===== src/design/tc_readout_consts.vh =====
// Constants for the thermocouple serial readout controller
`ifndef TC_READOUT_CONSTS_VH
`define TC_READOUT_CONSTS_VH

// System clock period in ns
`define CLK_PERIOD_NS 10

// Conversion period, typical and longest, in ms
`define CONV_PERIOD_TYP_MS 70
`define CONV_PERIOD_MAX_MS 100

// Cycles for one full conversion period (typical)
`define CONV_PERIOD_CYC (`CONV_PERIOD_TYP_MS * 1000000 / `CLK_PERIOD_NS)
// Longest period in cycles, rounded down
`define CONV_MAX_CYC (`CONV_PERIOD_MAX_MS * 1000000 / `CLK_PERIOD_NS)
// Cycles for each of the three phases
`define PHASE_CYC (`CONV_PERIOD_CYC / 3)

// Switch settling time before an ADC start, in ns
`define SETTLE_NS 2000
`define SETTLE_CYC ((`SETTLE_NS + `CLK_PERIOD_NS - 1) / `CLK_PERIOD_NS)

// Output word field positions
`define WORD_W 32
`define TC_MSB 31
`define TC_LSB 18
`define RSV_HI 17
`define FAULT_BIT 16
`define CJ_MSB 15
`define CJ_LSB 4
`define RSV_LO 3
`define SCV_BIT 2
`define SCG_BIT 1
`define OC_BIT 0

// Field widths
`define TC_W 14
`define CJ_W 12

// Open thermocouple report: sign 0, magnitude all ones
`define TC_OPEN_CODE 14'h1FFF

// Reset values
`define TC_RESET 14'h0000
`define CJ_RESET 12'h000
`define WORD_RESET 32'h00000000

// Synchroniser lane positions
`define SY_CS 0
`define SY_SCK 1
`define SY_SCV 2
`define SY_SCG 3
`define SY_OC 4
`define SY_W 5

`endif


===== src/design/pin_sync.v =====
// Two-stage synchroniser for a group of asynchronous inputs
`timescale 1ns/1ps

module pin_sync #(
  parameter WIDTH = 1,
  parameter [WIDTH-1:0] RESET_VAL = {WIDTH{1'b0}}
) (
  input wire i_sys_clk,
  input wire i_resetn,
  input wire [WIDTH-1:0] i_async,
  output reg [WIDTH-1:0] o_sync
);

  reg [WIDTH-1:0] meta;

  // First stage feeds only the second stage
  always @(posedge i_sys_clk or negedge i_resetn) begin
    if (!i_resetn) begin
      meta <= RESET_VAL;
      o_sync <= RESET_VAL;
    end else begin
      meta <= i_async;
      o_sync <= meta;
    end
  end

endmodule // pin_sync


===== src/design/thermocouple_serial_readout.v =====
// Thermocouple converter controller: phase sequencer, compensation, serial read port
//
// Functional notes
// - Serial port is enabled only while chip select is low; clock ignored otherwise.
// - Every conversion period runs cold-junction, thermocouple and fault phases.
// - Conversions run continuously without host command, also during reads.
// - Output word loads only while chip select is high; frozen while low.
// - Chip select fall puts sign bit 31 on data out at once.
// - Bits 30 to 18 follow MSB first, one per serial clock fall.
// - Reference-junction field follows the fault bit, starting at bit 15.
// - Early chip select rise stops shifting and reopens result updates.
// - Open inputs report sign zero and all thirteen magnitude bits one.
// - Bit 2 short to supply, bit 1 short to ground, bit 0 open.
// - Bit 16 is one whenever any individual fault is present.
// - Cold phase: thermo switch open, cold closed, ground closed, fault open.
// - Thermo phase: fault and cold open, ground and thermo switch closed.
// - Fault phase: thermo, cold and ground open; both fault switches closed.
// - Reported temperature is uncompensated thermocouple plus die temperature.
// - One linear gain from voltage to temperature, no nonlinearity correction.
// - Thermocouple value uses 14-bit resolution filling the signed field.
// - Bits 31..18 signed thermocouple temperature, quarter degree steps.
// - Bits 15..4 signed reference temperature, sixteenth degree steps.
// - Reserved bits 17 and 3 always shift out zero.
// - One full three-phase period completes within 100 ms.
`timescale 1ns/1ps
`include "tc_readout_consts.vh"

module thermocouple_serial_readout #(
  parameter PHASE_CYCLES = `PHASE_CYC,
  parameter SETTLE_CYCLES = `SETTLE_CYC,
  parameter TC_GAIN_NUM = 1,
  parameter TC_GAIN_SHIFT = 0,
  parameter CNT_W = 24
) (
  input wire i_sys_clk,
  input wire i_resetn,
  input wire i_cs_n,
  input wire i_sck,
  input wire i_short_vcc,
  input wire i_short_gnd,
  input wire i_open_tc,
  input wire i_adc_done,
  input wire [13:0] i_adc_data,
  output reg o_adc_start,
  output reg o_adc_sel_tc,
  output reg o_fault_switch_a,
  output reg o_fault_switch_b,
  output reg o_neg_ground_switch,
  output reg o_thermo_to_adc_switch,
  output reg o_cold_junction_switch,
  output reg o_sdo,
  output reg o_sdo_oe,
  output reg o_phase_end,
  output reg o_result_valid
);

  // Phase states, one-hot
  localparam [2:0] ST_CJ = 3'b001;
  localparam [2:0] ST_TC = 3'b010;
  localparam [2:0] ST_FLT = 3'b100;

  // Counter limits, cut to the counter width on purpose; CNT_W must hold PHASE_CYCLES - 1
  localparam integer PHASE_LAST_I = PHASE_CYCLES - 1;
  localparam integer SETTLE_LAST_I = SETTLE_CYCLES;
  localparam [CNT_W-1:0] PHASE_LAST = PHASE_LAST_I[CNT_W-1:0];
  localparam [CNT_W-1:0] SETTLE_LAST = SETTLE_LAST_I[CNT_W-1:0];
  localparam [5:0] BITS_LAST = 6'h20;

  // Saturation limits of the signed 14-bit temperature field
  localparam [13:0] TC_POS_MAX = 14'h1FFF;
  localparam [13:0] TC_NEG_MIN = 14'h2000;

  // Saturating signed add of two 14-bit quarter-degree values
  function [13:0] sat_add14;
    input [13:0] a;
    input [13:0] b;
    reg [14:0] s;
    begin
      s = {a[13], a} + {b[13], b};
      // Saturate rather than wrap, so a far reading never flips sign
      if (s[14] != s[13])
        sat_add14 = s[14] ? TC_NEG_MIN : TC_POS_MAX;
      else
        sat_add14 = s[13:0];
    end
  endfunction

  // Synchronised pins
  wire [`SY_W-1:0] pins_sync;
  wire cs_n_s;
  wire sck_s;
  wire scv_s;
  wire scg_s;
  wire oc_s;

  // Select, serial clock and fault pins reach the logic only through this two-flop stage
  // Chip select idles high so the port starts deselected
  pin_sync #(
    .WIDTH(`SY_W),
    .RESET_VAL(5'h01)
  ) u_pin_sync (
    .i_sys_clk(i_sys_clk),
    .i_resetn(i_resetn),
    .i_async({i_open_tc, i_short_gnd, i_short_vcc, i_sck, i_cs_n}),
    .o_sync(pins_sync)
  );

  assign cs_n_s = pins_sync[`SY_CS];
  assign sck_s = pins_sync[`SY_SCK];
  assign scv_s = pins_sync[`SY_SCV];
  assign scg_s = pins_sync[`SY_SCG];
  assign oc_s = pins_sync[`SY_OC];

  // Conversion sequencer: three phases in a fixed loop
  // It never waits on the host, so a slow read cannot stall a measurement
  reg [2:0] state;
  reg [2:0] next_state;
  reg [CNT_W-1:0] phase_cnt;
  reg adc_busy;
  reg first_pass_done;
  reg [13:0] tc_raw;
  reg [11:0] cj_temp;
  reg [2:0] fault_flags;
  wire phase_tick;

  // Phase divider gives a one-cycle enable at the end of each phase
  assign phase_tick = (phase_cnt == PHASE_LAST);

  // Next phase; the loop never waits on the host
  // The fault phase hands back to the cold phase, so the loop repeats
  always @* begin
    case (state)
      ST_CJ: next_state = phase_tick ? ST_TC : ST_CJ;
      ST_TC: next_state = phase_tick ? ST_FLT : ST_TC;
      ST_FLT: next_state = phase_tick ? ST_CJ : ST_FLT;
      default: next_state = ST_CJ;
    endcase
  end

  // State register and phase counter; bounded, so one period fits 100 ms
  // o_phase_end marks each boundary one cycle after the last phase cycle
  always @(posedge i_sys_clk or negedge i_resetn) begin
    if (!i_resetn) begin
      state <= ST_CJ;
      phase_cnt <= {CNT_W{1'b0}};
      o_phase_end <= 1'b0;
    end else begin
      state <= next_state;
      o_phase_end <= phase_tick;
      if (phase_tick)
        phase_cnt <= {CNT_W{1'b0}};
      else
        phase_cnt <= phase_cnt + 1'b1;
    end
  end

  // Switch drive per phase, registered from the next state
  // Using the next state moves the switches on the very edge that the phase changes
  always @(posedge i_sys_clk or negedge i_resetn) begin
    if (!i_resetn) begin
      o_fault_switch_a <= 1'b0;
      o_fault_switch_b <= 1'b0;
      o_neg_ground_switch <= 1'b1;
      o_thermo_to_adc_switch <= 1'b0;
      o_cold_junction_switch <= 1'b1;
    end else begin
      case (next_state)
        ST_CJ: begin
          o_thermo_to_adc_switch <= 1'b0;
          o_cold_junction_switch <= 1'b1;
          o_neg_ground_switch <= 1'b1;
          o_fault_switch_a <= 1'b0;
          o_fault_switch_b <= 1'b0;
        end
        ST_TC: begin
          o_fault_switch_a <= 1'b0;
          o_fault_switch_b <= 1'b0;
          o_cold_junction_switch <= 1'b0;
          o_neg_ground_switch <= 1'b1;
          o_thermo_to_adc_switch <= 1'b1;
        end
        ST_FLT: begin
          o_thermo_to_adc_switch <= 1'b0;
          o_cold_junction_switch <= 1'b0;
          o_neg_ground_switch <= 1'b0;
          o_fault_switch_a <= 1'b1;
          o_fault_switch_b <= 1'b1;
        end
        default: begin
          o_thermo_to_adc_switch <= 1'b0;
          o_cold_junction_switch <= 1'b1;
          o_neg_ground_switch <= 1'b1;
          o_fault_switch_a <= 1'b0;
          o_fault_switch_b <= 1'b0;
        end
      endcase
    end
  end

  // ADC start after switches settle in the two measuring phases
  // sel_tc follows the phase, so it is steady long before the start pulse
  always @(posedge i_sys_clk or negedge i_resetn) begin
    if (!i_resetn) begin
      o_adc_start <= 1'b0;
      o_adc_sel_tc <= 1'b0;
      adc_busy <= 1'b0;
    end else begin
      o_adc_start <= 1'b0;
      o_adc_sel_tc <= (state == ST_TC);
      if (phase_tick) begin
        adc_busy <= 1'b0;
      end else if (state != ST_FLT && phase_cnt == SETTLE_LAST) begin
        o_adc_start <= 1'b1;
        adc_busy <= 1'b1;
      end else if (adc_busy && i_adc_done) begin
        adc_busy <= 1'b0;
      end
    end
  end

  // Capture ADC results; a late result is dropped and the old value kept
  // The die reading keeps its top twelve bits, in sixteenths of a degree
  always @(posedge i_sys_clk or negedge i_resetn) begin
    if (!i_resetn) begin
      tc_raw <= `TC_RESET;
      cj_temp <= `CJ_RESET;
    end else if (adc_busy && i_adc_done && !phase_tick) begin
      if (state == ST_CJ)
        cj_temp <= i_adc_data[13:2];
      else if (state == ST_TC)
        tc_raw <= i_adc_data;
    end
  end

  // Fault comparators are sampled at the close of the fault phase
  // A fault that comes and goes inside one phase is never reported
  always @(posedge i_sys_clk or negedge i_resetn) begin
    if (!i_resetn) begin
      fault_flags <= 3'h0;
      first_pass_done <= 1'b0;
    end else if (state == ST_FLT && phase_tick) begin
      fault_flags <= {scv_s, scg_s, oc_s};
      first_pass_done <= 1'b1;
    end
  end

  // Compensation arithmetic
  // Pure combinational path from the latest results to the next output word
  wire signed [13:0] tc_raw_s;
  wire signed [31:0] tc_scaled_full;
  wire [13:0] tc_uncomp;
  wire [13:0] cj_quarter;
  wire [13:0] tc_comp;
  wire any_fault;
  wire [13:0] tc_field;
  wire [`WORD_W-1:0] word_next;

  assign tc_raw_s = tc_raw;
  // Single linear gain, no curve correction
  assign tc_scaled_full = (tc_raw_s * TC_GAIN_NUM) >>> TC_GAIN_SHIFT;
  assign tc_uncomp = tc_scaled_full[13:0];
  // Die temperature in sixteenths, brought to quarters with sign kept
  assign cj_quarter = {{4{cj_temp[11]}}, cj_temp[11:2]};
  assign tc_comp = sat_add14(tc_uncomp, cj_quarter);
  assign any_fault = |fault_flags;
  // Open inputs override the temperature field
  assign tc_field = fault_flags[0] ? `TC_OPEN_CODE : tc_comp;

  // Output word, most significant field first
  assign word_next = {tc_field,
                      1'b0,
                      any_fault,
                      cj_temp,
                      1'b0,
                      fault_flags};

  // Serial read port
  // Every pin edge is seen three system clocks late; the host timing allows for it
  reg cs_n_d;
  reg sck_d;
  reg [`WORD_W-1:0] out_word;
  reg [`WORD_W-1:0] shift;
  reg [5:0] bit_cnt;
  wire cs_fall;
  wire sck_fall;

  // Edge detection on the synchronised pins
  // Reset values equal the pin idle levels, so no false edge follows reset
  always @(posedge i_sys_clk or negedge i_resetn) begin
    if (!i_resetn) begin
      cs_n_d <= 1'b1;
      sck_d <= 1'b0;
    end else begin
      cs_n_d <= cs_n_s;
      sck_d <= sck_s;
    end
  end

  assign cs_fall = cs_n_d && !cs_n_s;
  // Serial clock counts only while selected
  assign sck_fall = sck_d && !sck_s && !cs_n_s;

  // Result word tracks new results only while deselected
  // Freeze keys off the synchronised select, the same level the shifter sees
  always @(posedge i_sys_clk or negedge i_resetn) begin
    if (!i_resetn) begin
      out_word <= `WORD_RESET;
      o_result_valid <= 1'b0;
    end else if (cs_n_s) begin
      out_word <= word_next;
      o_result_valid <= first_pass_done;
    end
  end

  // Shifter: load on select, advance on each serial clock fall
  // After the last bit the count stops and only zeros leave the port
  always @(posedge i_sys_clk or negedge i_resetn) begin
    if (!i_resetn) begin
      shift <= `WORD_RESET;
      bit_cnt <= 6'h00;
      o_sdo <= 1'b0;
      o_sdo_oe <= 1'b0;
    end else if (cs_n_s) begin
      bit_cnt <= 6'h00;
      o_sdo <= 1'b0;
      o_sdo_oe <= 1'b0;
    end else if (cs_fall) begin
      shift <= {out_word[`WORD_W-2:0], 1'b0};
      bit_cnt <= 6'h01;
      o_sdo <= out_word[`TC_MSB];
      o_sdo_oe <= 1'b1;
    end else if (sck_fall) begin
      shift <= {shift[`WORD_W-2:0], 1'b0};
      o_sdo <= shift[`WORD_W-1];
      if (bit_cnt != BITS_LAST)
        bit_cnt <= bit_cnt + 1'b1;
      else
        o_sdo <= 1'b0;
    end
  end

endmodule // thermocouple_serial_readout


===== config.mk =====
export PLATFORM = sky130hd
export DESIGN_NAME = thermocouple_serial_readout
export DESIGN_NICKNAME = d
export VERILOG_FILES = /design/src/design/pin_sync.v /design/src/design/thermocouple_serial_readout.v
export VERILOG_INCLUDE_DIRS = /design/src /design/src/design
export SDC_FILE = /design/constraint.sdc
export NUM_CORES = 1
export LEC_CHECK = 0
export ABC_AREA = 1
export BUFFER_PORTS_ARGS = -buffer_cell sky130_fd_sc_hd__buf_2
export CORE_MARGIN = 4
export CORE_UTILIZATION = 61
export CTS_CLUSTER_SIZE = 14
export DETAILED_ROUTE_END_ITERATION = 10
export PLACE_DENSITY_LB_ADDON = 0.25
export SYNTH_ARGS = -nofsm -noshare
export SYNTH_HDL_FRONTEND = slang
export SYNTH_SLANG_ARGS = --single-unit

===== constraint.sdc =====
create_clock -name i_sys_clk -period 2.4 [get_ports i_sys_clk]
set_input_delay 0.12 -clock i_sys_clk [delete_from_list [all_inputs] [get_ports i_sys_clk]]
set_output_delay 0.12 -clock i_sys_clk [all_outputs]
set_load 0.02 [all_outputs]

==> impl_metrics.py, run 1 <==
metrics = {
    "drt": {
        "post_drt_wl_per_cell_um": 14.94,
        "viasPerCell": 5.455,
        "drt_pass1_iterations": 5,
        "vias": 5700,
        "dr.first_iter.drc_count": 412,
        "ant_nets": 0,
        "wl_mm": 15.61,
        "drc": 0,
    },
    "setup_path": {
        "crit_fanout": 7,
        "worstPathRequired_ps": 2700,
        "end_kind": "register",
        "critPathLaunchType": "register",
        "crit_type": "register to register",
        "worstPathArrival_ps": 2500,
    },
    "placement": {
        "globalplace.congestion": 0.9075,
        "place.port_buffers": 32,
        "dp_cells": 995,
        "dp_hpwl_mm": 10.83,
    },
    "layout": {
        "drive_gt1_share_pct": 11.64,
        "nets": 930,
        "final_cell_count_no_fill": 1045,
        "antennaDiodeCount": 0,
        "areaGrowthSynthToFinish_pct": 15.54,
    },
    "synthesis": {
        "synthArstFlopShare_pct": 100.0,
        "netlist_top_cells_area": "dfrtp_1, nand2_1, inv_1, nor2_1, ha_1",
        "synthDominantCellAreaShare_pct": 49.79,
        "synth.distinct_cells": 46,
        "yosys_warnings": 0,
        "synth_area_per_cell_um2": 8.467,
        "synth_nets": 878,
        "synth-main-ff-cell": "dfrtp_1",
        "synth_edf_count": 0,
        "ys_seq_area_share_pct": 52.01,
        "syn_area_um2": 7087,
        "yosys.area.top_type": "dfrtp_1",
        "ys_seq_elements": 147,
        "synthCells": 837,
    },
    "sta": {
        "setup_viol": 0,
        "timing.setup.tns_ps": 0,
        "period_share_pct": 91.80,
        "final_max_slew_viol_count": 0,
        "fmax_ghz": 0.4539,
        "skew_ps": 11.03,
        "tightest_slew_ps": 615.5,
        "rsz0062_at_grt": "no",
        "finalHoldViolations": 0,
        "slew_headroom_pct": 58.97,
        "period_minus_slack_ps": 2203,
    },
    "global_route": {
        "grt_pass1_wl_mm": 26.64,
        "grt_max_degree": 69,
        "grt_overflow": 0,
        "grt_pass1_vias": 5565,
        "antenna_found_initial": 0,
        "grt_usage_pct": 25.30,
    },
    "power": {
        "ir_drop_mv": 0.6754,
        "power_leakage_nw": 4.170,
        "power_density_nw_per_um2": 698.5,
    },
    "flow_run": {
        "max_cap_violations": 0,
    },
    "cts": {
        "clkSlewWorstSetupHoldPaths_ps": 60,
        "cts-root-buf": "clkbuf_16",
        "cts_tree": "yes",
        "clock_sinks": 147,
        "cts_setup_buffers": 0,
        "clock_latency_ps": 420,
        "h-tree-depth": 4,
        "clk_path_buf_depth": 2,
        "cts_made_buffers": 17,
    },
    "floorplan": {
        "core-area_um2": 11420,
        "rows": 39,
        "die_h_um": 115.8,
        "dieArea_um2": 13410,
        "dieWidth_um": 115.8,
        "start_util_pct": 62.06,
        "io_pins": 33,
    },
    "hold_path": {
        "worstHoldPathType": "input pin to register",
    },
    "outcome": {
        "status": "finished clean",
    },
}
==> power by group <==
| part | total, W | leakage, nW | internal [W] | switching (W) |
|---|---|---|---|---|
| logic | 0.000353 | 1.98 | 0.000137 | 0.000216 |
| registers | 0.00268 | 1.91 | 0.00261 | 0.0000712 |
| clock network | 0.00268 | 0.288 | 0.00167 | 0.00101 |
| total | 0.00572 | 4.17 | 0.00442 | 0.00130 |
==> cell families after synthesis <==
family | Yosys count | share of synthesized area, %
simple gates | 400 | 24.68
flops | 147 | 52.01
buf+inv | 128 | 7.292
compound gates | 124 | 10.21
xor+xnor | 19 | 2.348
fa+ha+maj | 19 | 3.461
==> cell type report <==
| class | instances | area, µm² |
|---|---|---|
| Sequential cell | 147 | 3686 |
| Fill cell | 870 | 3231 |
| Multi-Input combinational cell | 562 | 2908 |
| Clock buffer | 21 | 450.4 |
| Timing Repair Buffer | 60 | 435.4 |
| Inverter | 101 | 379.1 |
| Tap cell | 143 | 178.9 |
| Clock inverter | 11 | 150.1 |
==> final timing paths <==
path                                         start                   end  slack (ps)  depth (start not counted)
worst max register to register         cj_temp[11]          out_word[18]         200                         12
worst min register to register  u_pin_sync.meta[4]  u_pin_sync.o_sync[4]         350                          0
min in group asynchronous                 i_resetn            bit_cnt[2]         260                          2
worst min-delay path                 i_adc_data[9]            cj_temp[7]           3                          3
max in group asynchronous                 i_resetn                cs_n_d        1370                          3
worst max-delay path                   cj_temp[11]          out_word[18]         200                         12
==> cells in the final DEF, fill, tap and decap left out, types with 3 or more instances in the layout <==
cell and n:
nor3_1 11, nand3_2 3, nand2_1 228, dfstp_2 6, nor4_1 10, nor3_2 3
buf_4 9, dlygate4sd3_1 17, nor2_1 75, nand3_1 36, o211ai_1 7, bufinv_16 3
nand2_4 3, inv_1 98, nand2_2 4, inv_6 3, xnor2_1 4, clkbuf_1 3
nor2_2 3, a21oi_1 30, a31oi_1 21, o21a_1 12, xor2_1 15, o21ai_0 38
dfrtp_1 141, ha_1 18, buf_2 31, o21ai_1 6, clkbuf_16 17, inv_2 3
nand4_1 13
==> layer usage <==
layer / vias to the layer above / wire length, µm / track usage [%]
li1: 2823 / - / -
met5: - / 0 / 0
met1: 2735 / 7394 / 35.76
met3: 23 / 556 / 4.648
met4: 0 / 180 / 8.121
met2: 119 / 7479 / 40.08
==> metrics by stage <==
stage	util (%)	setup WS [ps]	hold WS [ps]	power, W	instance area, µm²
after floorplan	-	337.0	-175.6	0.002909	7087
after global placement	64.65	281.0	155.0	0.003034	7382
after detailed placement	64.65	160.4	160.6	0.003052	7382
after CTS	71.40	126.5	2.076	0.005756	8153
after global routing	71.71	1.173	9.609	0.005940	8188
final	71.71	196.9	3.229	0.005719	8188
==> timing repair <==
| action | 4_1_cts | 5_1_grt |
|---|---|---|
| hold buffers | 17 | 0 |
| endpoints found under the setup margin | 0 | 13 |
| endpoints found under the hold margin | 80 | 0 |
| gates resized for setup | 0 | 8 |
==> state kept, by name, indices dropped and copies added, names as in the netlist, 3 cells and up <==
register,flops
bit_cnt,6
cj_temp,12
fault_flags,3
out_word,30
phase_cnt,24
shift,31
state,3
tc_raw,14
u_pin_sync.meta,5
u_pin_sync.o_sync,5
==> worst max-delay path: stages (launching register included) <==
cell and delay (ps):
dfrtp_1 460, ha_1 410, nand2_1 150, inv_1 50, nand2_1 60, nand2_1 50, a21oi_1 220, nand2_1 100
nand2_1 80, nand2_2 100, a21oi_4 150, buf_4 160, a21oi_1 70
==> synth_stat cells (2+ instances only) <==
cell type and count:
nand2_1 228, dfrtp_1 141, inv_1 98, nor2_1 75, o21ai_0 38, nand3_1 36, a21oi_1 31, a31oi_1 21
ha_1 18, clkbuf_1 16, xor2_1 15, nand4_1 13, o21a_1 12, nor3_1 11, nor4_1 10, o211ai_1 7
dfstp_2 6, nand2_2 6, o21ai_1 6, buf_2 5, buf_4 4, xnor2_1 4, inv_2 3, nand3_2 3
nor2_2 3, nor3_2 3, and2_1 2, buf_6 2, nand3b_1 2, o21bai_1 2
(Power assumes the default switching activity.)
==> run 2, diff against run 1 <==
CORE_UTILIZATION = 55   (was 61)
SKIP_CTS_REPAIR_TIMING = 1   (was unset)
clock period = 1.9 ns   (was 2.4 ns; I/O delays follow)
==> run 2 against run 1 <==
- the flow now finishes with violations (setup timing)
- first-iteration DRC count increased by 11%
- cell count increased by 9.2%
- fmax increased by 3.1%
- routed wire length increased by 7.3%
- hold slack got worse by 2.6 ps
- flip-flop and latch count unchanged
- die area increased by 10%
- core utilization decreased by 0.73 points
- count of clock-buffer cells in the layout unchanged
- power increased by 31%
- worst setup slack got worse by 430 ps
==> impl_metrics.py, run 2 (synthesized netlist as in run 1, its figures left out) <==
metrics = {
    "drt": {
        "vias": 6034,
        "dr.first_iter.drc_count": 456,
        "drc": 0,
        "wl_mm": 16.74,
        "post_drt_wl_per_cell_um": 14.67,
        "drt_pass1_iterations": 5,
        "ant_nets": 0,
        "viasPerCell": 5.288,
    },
    "global_route": {
        "grt_pass1_vias": 5674,
        "antenna_found_initial": 0,
        "grt_max_degree": 60,
        "grt_usage_pct": 23.28,
        "grt_pass1_wl_mm": 27.30,
        "grt_overflow": 0,
    },
    "sta": {
        "period_share_pct": 112.4,
        "skew_ps": 6.644,
        "period_minus_slack_ps": 2136,
        "timing.setup.tns_ps": -2901,
        "timing.final.ws_setup_ps": -236.3,
        "finalHoldViolations": 0,
        "slew_headroom_pct": 63.38,
        "setup_viol": 14,
        "rsz0062_at_grt": "yes",
        "fmax_ghz": 0.4681,
        "final_max_slew_viol_count": 0,
        "tightest_slew_ps": 549.2,
    },
    "floorplan": {
        "dieWidth_um": 121.5,
        "dieArea_um2": 14760,
        "start_util_pct": 56.16,
        "die_h_um": 121.5,
        "rows": 41,
        "io_pins": 33,
        "core-area_um2": 12620,
    },
    "layout": {
        "areaGrowthSynthToFinish_pct": 26.39,
        "regMostFlops": "shift",
        "drive_gt1_share_pct": 20.12,
        "largest_reg_flops": 31,
        "stdcell_area_um2": 8957,
        "utilization_pct": 70.98,
        "layout_commonest_cell": "nand2_1",
        "fillers": 988,
        "final_cell_mix": "nand2_1, dfrtp_1, inv_1",
        "nets": 997,
        "reg_top3": "shift (31), out_word (30), phase_cnt (24)",
        "antennaDiodeCount": 0,
    },
    "cts": {
        "clock_sinks": 147,
        "clk_path_buf_depth": 2,
        "cts_tree": "yes",
        "clkSlewWorstSetupHoldPaths_ps": 60,
        "clock_latency_ps": 420,
        "h-tree-depth": 4,
        "cts-root-buf": "clkbuf_16",
        "cts_made_buffers": 17,
    },
    "outcome": {
        "status": "complete, but fails checks",
        "violations": "setup timing",
    },
    "placement": {
        "globalplace.congestion": 0.9168,
        "place_area_um2": 7904,
        "detailedPlace.worstSlack_ps": -285.3,
        "dp_hpwl_mm": 11.36,
        "place.port_buffers": 32,
    },
    "power": {
        "p_switching_w": 0.001689,
        "clkPwrFrac_pct": 48.7,
        "seqPwrFrac_pct": 45.1,
        "p_int_w": 0.005826,
        "ir_drop_mv": 0.6859,
        "switching_share_pct": 22.48,
        "power_leakage_nw": 4.513,
        "combPwrFrac_pct": 6.3,
        "power_density_nw_per_um2": 839.0,
        "finalPower_w": 0.007515,
    },
    "setup_path": {
        "worstPathArrival_ps": 2450,
        "crit_fanout": 8,
        "end_kind": "register",
        "crit_start": "cj_temp[11]",
        "r2r_slack_ps": -240,
        "worstReg2RegEnd": "out_word[18]",
        "r2r_cells": 12,
        "r2r_start": "cj_temp[11]",
        "worstPathRequired_ps": 2210,
        "crit_type": "register to register",
        "critPathLaunchType": "register",
        "cp-endpoint": "out_word[18]",
    },
    "hold_path": {
        "worstHoldPathType": "input pin to register",
    },
    "flow_run": {
        "max_cap_violations": 0,
    },
}
## run 2: how the worst min path moves through the flow
stage	startpoint	endpoint	slack [ps]	cells after the start
2_1_floorplan	i_resetn	adc_busy	-200	0
6_report	i_adc_data[4]	cj_temp[2]	0.6	3
5_1_grt	i_adc_data[4]	cj_temp[2]	10	3
3_3_place_gp	i_resetn	bit_cnt[2]	100	1
3_5_place_dp	i_resetn	bit_cnt[2]	100	1
4_1_cts	i_resetn	bit_cnt[2]	-340	1
## run 2: per-stage QoR
stage,hold WS [ps],cells
final,0.5792,1141
after global routing,11.40,1141
after CTS,-341.3,1114
after detailed placement,102.4,1082
after global placement,96.41,1082
after floorplan,-200.6,837
## run 2: routing by layer
layer | part of all wire, % | track usage [%] | vias to the layer above
met1 | 45 | 32.70 | 2905
met2 | 49 | 36.51 | 154
li1 | - | - | 2953
met5 | 0 | 0 | -
met3 | 4.6 | 5.408 | 22
met4 | 1.5 | 6.723 | 0
## run 2: area by class of cell
class | instances | area [µm²] | area share, %
flip-flops and latches | 147 | 3687 | 41.17
inverters | 101 | 382.9 | 4.274
well taps | 172 | 215.2 | 2.403
repair buffers | 125 | 967.2 | 10.80
multi-input cells | 564 | 3054 | 34.10
clock inverters | 11 | 170.2 | 1.900
clock buffers | 21 | 480.5 | 5.364
## run 2: worst max-delay path, cell delays in order, from the launching register on
cell and delay, ps:
dfrtp_2 500, ha_1 370, nand2_1 80, nand2_1 80
nand2_1 70, nand2_1 60, a21oi_2 170, nand2_1 100
nand2_1 80, nand2_2 80, a21oi_4 200, buf_6 150
a21oi_1 70
## run 2: power groups by stage
stage	Clock, W	Combinational, W	Sequential, W
floorplan	0	0.000259	0.00342
global placement	0	0.000409	0.00343
detailed placement	0	0.000429	0.00344
CTS	0.00370	0.000432	0.00339
global route	0.00386	0.000545	0.00341
finish	0.00366	0.000471	0.00339
==> run 3, diff against run 2 <==
CORE_UTILIZATION = 44   (was 55)
==> run 3 against run 2 <==
- routed wire length is 3.6% lower
- fmax is 5.0% higher
- global-route usage is 5.0 points lower
- the run ends with hold timing, setup timing left
- register-to-register slack better by 100 ps
- clock power is 17% lower
- sequential share of layout area is 0.27 points lower
- via count is 3.5% lower
- highest routed layer unchanged
- critical endpoint is now out_word[21]
- design area is 0.67% higher
- non-clock buffer count is 12 higher
- hold slack worse by 6.6 ps
- count of clock-buffer cells in the layout is 5 higher
- combinational power is 3% lower
==> impl_metrics.py, run 3 (synthesized netlist as in run 1, its figures left out) <==
metrics = {
    "layout": {
        "regMostFlops": "shift",
        "layout_commonest_cell": "nand2_1",
        "nets": 1010,
        "areaGrowthSynthToFinish_pct": 27.24,
        "final_cell_mix": "nand2_1, dfrtp_1, inv_1",
        "antennaDiodeCount": 0,
        "utilization_pct": 56.97,
        "fillers": 1430,
        "largest_reg_flops": 31,
        "reg_top3": "shift (31), out_word (30), phase_cnt (24)",
        "drive_gt1_share_pct": 20.18,
    },
    "sta": {
        "fmax_ghz": 0.4915,
        "slew_headroom_pct": 70.87,
        "holdWs_ps": -6.022,
        "period_minus_slack_ps": 2034,
        "setup_viol": 13,
        "rsz0062_at_grt": "yes",
        "timing.final.ws_setup_ps": -134.4,
        "tightest_slew_ps": 433.0,
        "timing.setup.tns_ps": -1583,
        "period_share_pct": 107.1,
        "final_max_slew_viol_count": 0,
        "finalHoldViolations": 2,
        "skew_ps": 6.239,
    },
    "drt": {
        "drc": 0,
        "vias": 5825,
        "wl_mm": 16.14,
        "viasPerCell": 4.866,
        "ant_nets": 0,
        "post_drt_wl_per_cell_um": 13.49,
        "drt_pass1_iterations": 4,
        "dr.first_iter.drc_count": 300,
    },
    "cts": {
        "cts-root-buf": "clkbuf_16",
        "clock_latency_ps": 420,
        "cts_tree": "yes",
        "clock_sinks": 147,
        "clkSlewWorstSetupHoldPaths_ps": 60,
        "h-tree-depth": 4,
        "clk_path_buf_depth": 2,
        "cts_made_buffers": 17,
    },
    "floorplan": {
        "core-area_um2": 15830,
        "rows": 46,
        "die_h_um": 134.9,
        "start_util_pct": 44.77,
        "dieArea_um2": 18200,
        "io_pins": 33,
        "dieWidth_um": 134.9,
    },
    "placement": {
        "place.port_buffers": 32,
        "dp_hpwl_mm": 11.20,
        "globalplace.congestion": 0.8878,
    },
    "setup_path": {
        "r2r_cells": 11,
        "worstPathRequired_ps": 2210,
        "critPathLaunchType": "register",
        "worstReg2RegEnd": "out_word[21]",
        "r2r_slack_ps": -130,
        "crit_start": "cj_temp[11]",
        "worstPathArrival_ps": 2340,
        "end_kind": "register",
        "crit_fanout": 13,
        "crit_type": "register to register",
        "r2r_start": "cj_temp[11]",
    },
    "global_route": {
        "grt_pass1_vias": 5593,
        "grt_pass1_wl_mm": 26.61,
        "grt_max_degree": 50,
        "grt_overflow": 0,
        "antenna_found_initial": 0,
        "grt_usage_pct": 18.29,
    },
    "power": {
        "power_leakage_nw": 4.522,
        "power_density_nw_per_um2": 764.2,
        "ir_drop_mv": 0.5993,
    },
    "outcome": {
        "violations": "hold timing, setup timing",
        "status": "complete, but fails checks",
    },
    "hold_path": {
        "hold_path_depth": 3,
        "worstHoldPathType": "input pin to register",
        "min_from": "i_adc_data[12]",
        "whs_endpoint": "cj_temp[10]",
    },
    "flow_run": {
        "max_cap_violations": 0,
    },
}
## run 3: changes by cell type in the layout (fill, tap and decap cells not counted), moves of 3 or more
cell        change
buf_4          +11
clkbuf_1        +8
a21oi_1         +4
a21oi_2         -3
bufinv_16       -3
clkbuf_8        -3
clkinvlp_4      -3
ha_1            -3
ha_4            +3
## run 3: worst max-delay path by stage
| stage | endpoint | cells after the start |
|---|---|---|
| 6_report | out_word[21] | 11 |
| 3_5_place_dp | out_word[22] | 13 |
| 4_1_cts | out_word[21] | 11 |
| 5_1_grt | out_word[23] | 11 |
| 3_3_place_gp | out_word[28] | 10 |
| 2_1_floorplan | out_word[19] | 13 |
## run 3: per-stage QoR
step	total power, W	area (µm²)	std cells	setup slack [ps]	hold WS [ps]
6_report	0.006891	9017	1197	-134.4	-6.022
3_3_place_gp	0.003866	8094	1142	-126.3	25.11
4_1_cts	0.006926	8620	1173	-252.4	-421.9
3_5_place_dp	0.003880	8094	1142	-222.2	25.92
5_1_grt	0.007174	9017	1197	-281.7	17.68
2_1_floorplan	0.003677	7103	837	-73.96	-200.6
## run 3: cell type report
type | instances | area [µm²] | share of cell area (%)
clock inverters | 5 | 56.30 | 0.6244
repair buffers | 137 | 1077 | 11.95
well taps | 216 | 270.3 | 2.997
multi-input cells | 565 | 3078 | 34.13
flip-flops and latches | 147 | 3687 | 40.89
inverters | 101 | 379.1 | 4.204
clock buffers | 26 | 469.2 | 5.203
## run 3: metal layers
metal / vias up / global-route usage (%) / part of all wire (%)
li1: 2979 / - / -
met1: 2738 / 26.36 / 49
met2: 79 / 27.43 / 46
met3: 29 / 3.912 / 2.7
met4: 0 / 6.505 / 2.1
met5: - / 0 / 0
## run 3: worst max-delay path: stages, from the launching register on
cell and delay (ps):
dfrtp_2 500, ha_4 320, nand2_1 60, inv_1 70
nand2_1 70, nor3_1 190, nand2_2 110, nand3_1 140
nand2_4 100, a21oi_4 150, buf_12 140, a21oi_1 70
## run 3: power by group
| part | total (W) | internal, W | leakage, nW | switching (W) |
|---|---|---|---|---|
| combinational | 0.000458 | 0.000187 | 2.37 | 0.000271 |
| clock | 0.00305 | 0.00182 | 0.252 | 0.00122 |
| sequential | 0.00339 | 0.00330 | 1.90 | 0.0000877 |
| total | 0.00689 | 0.00531 | 4.52 | 0.00158 |
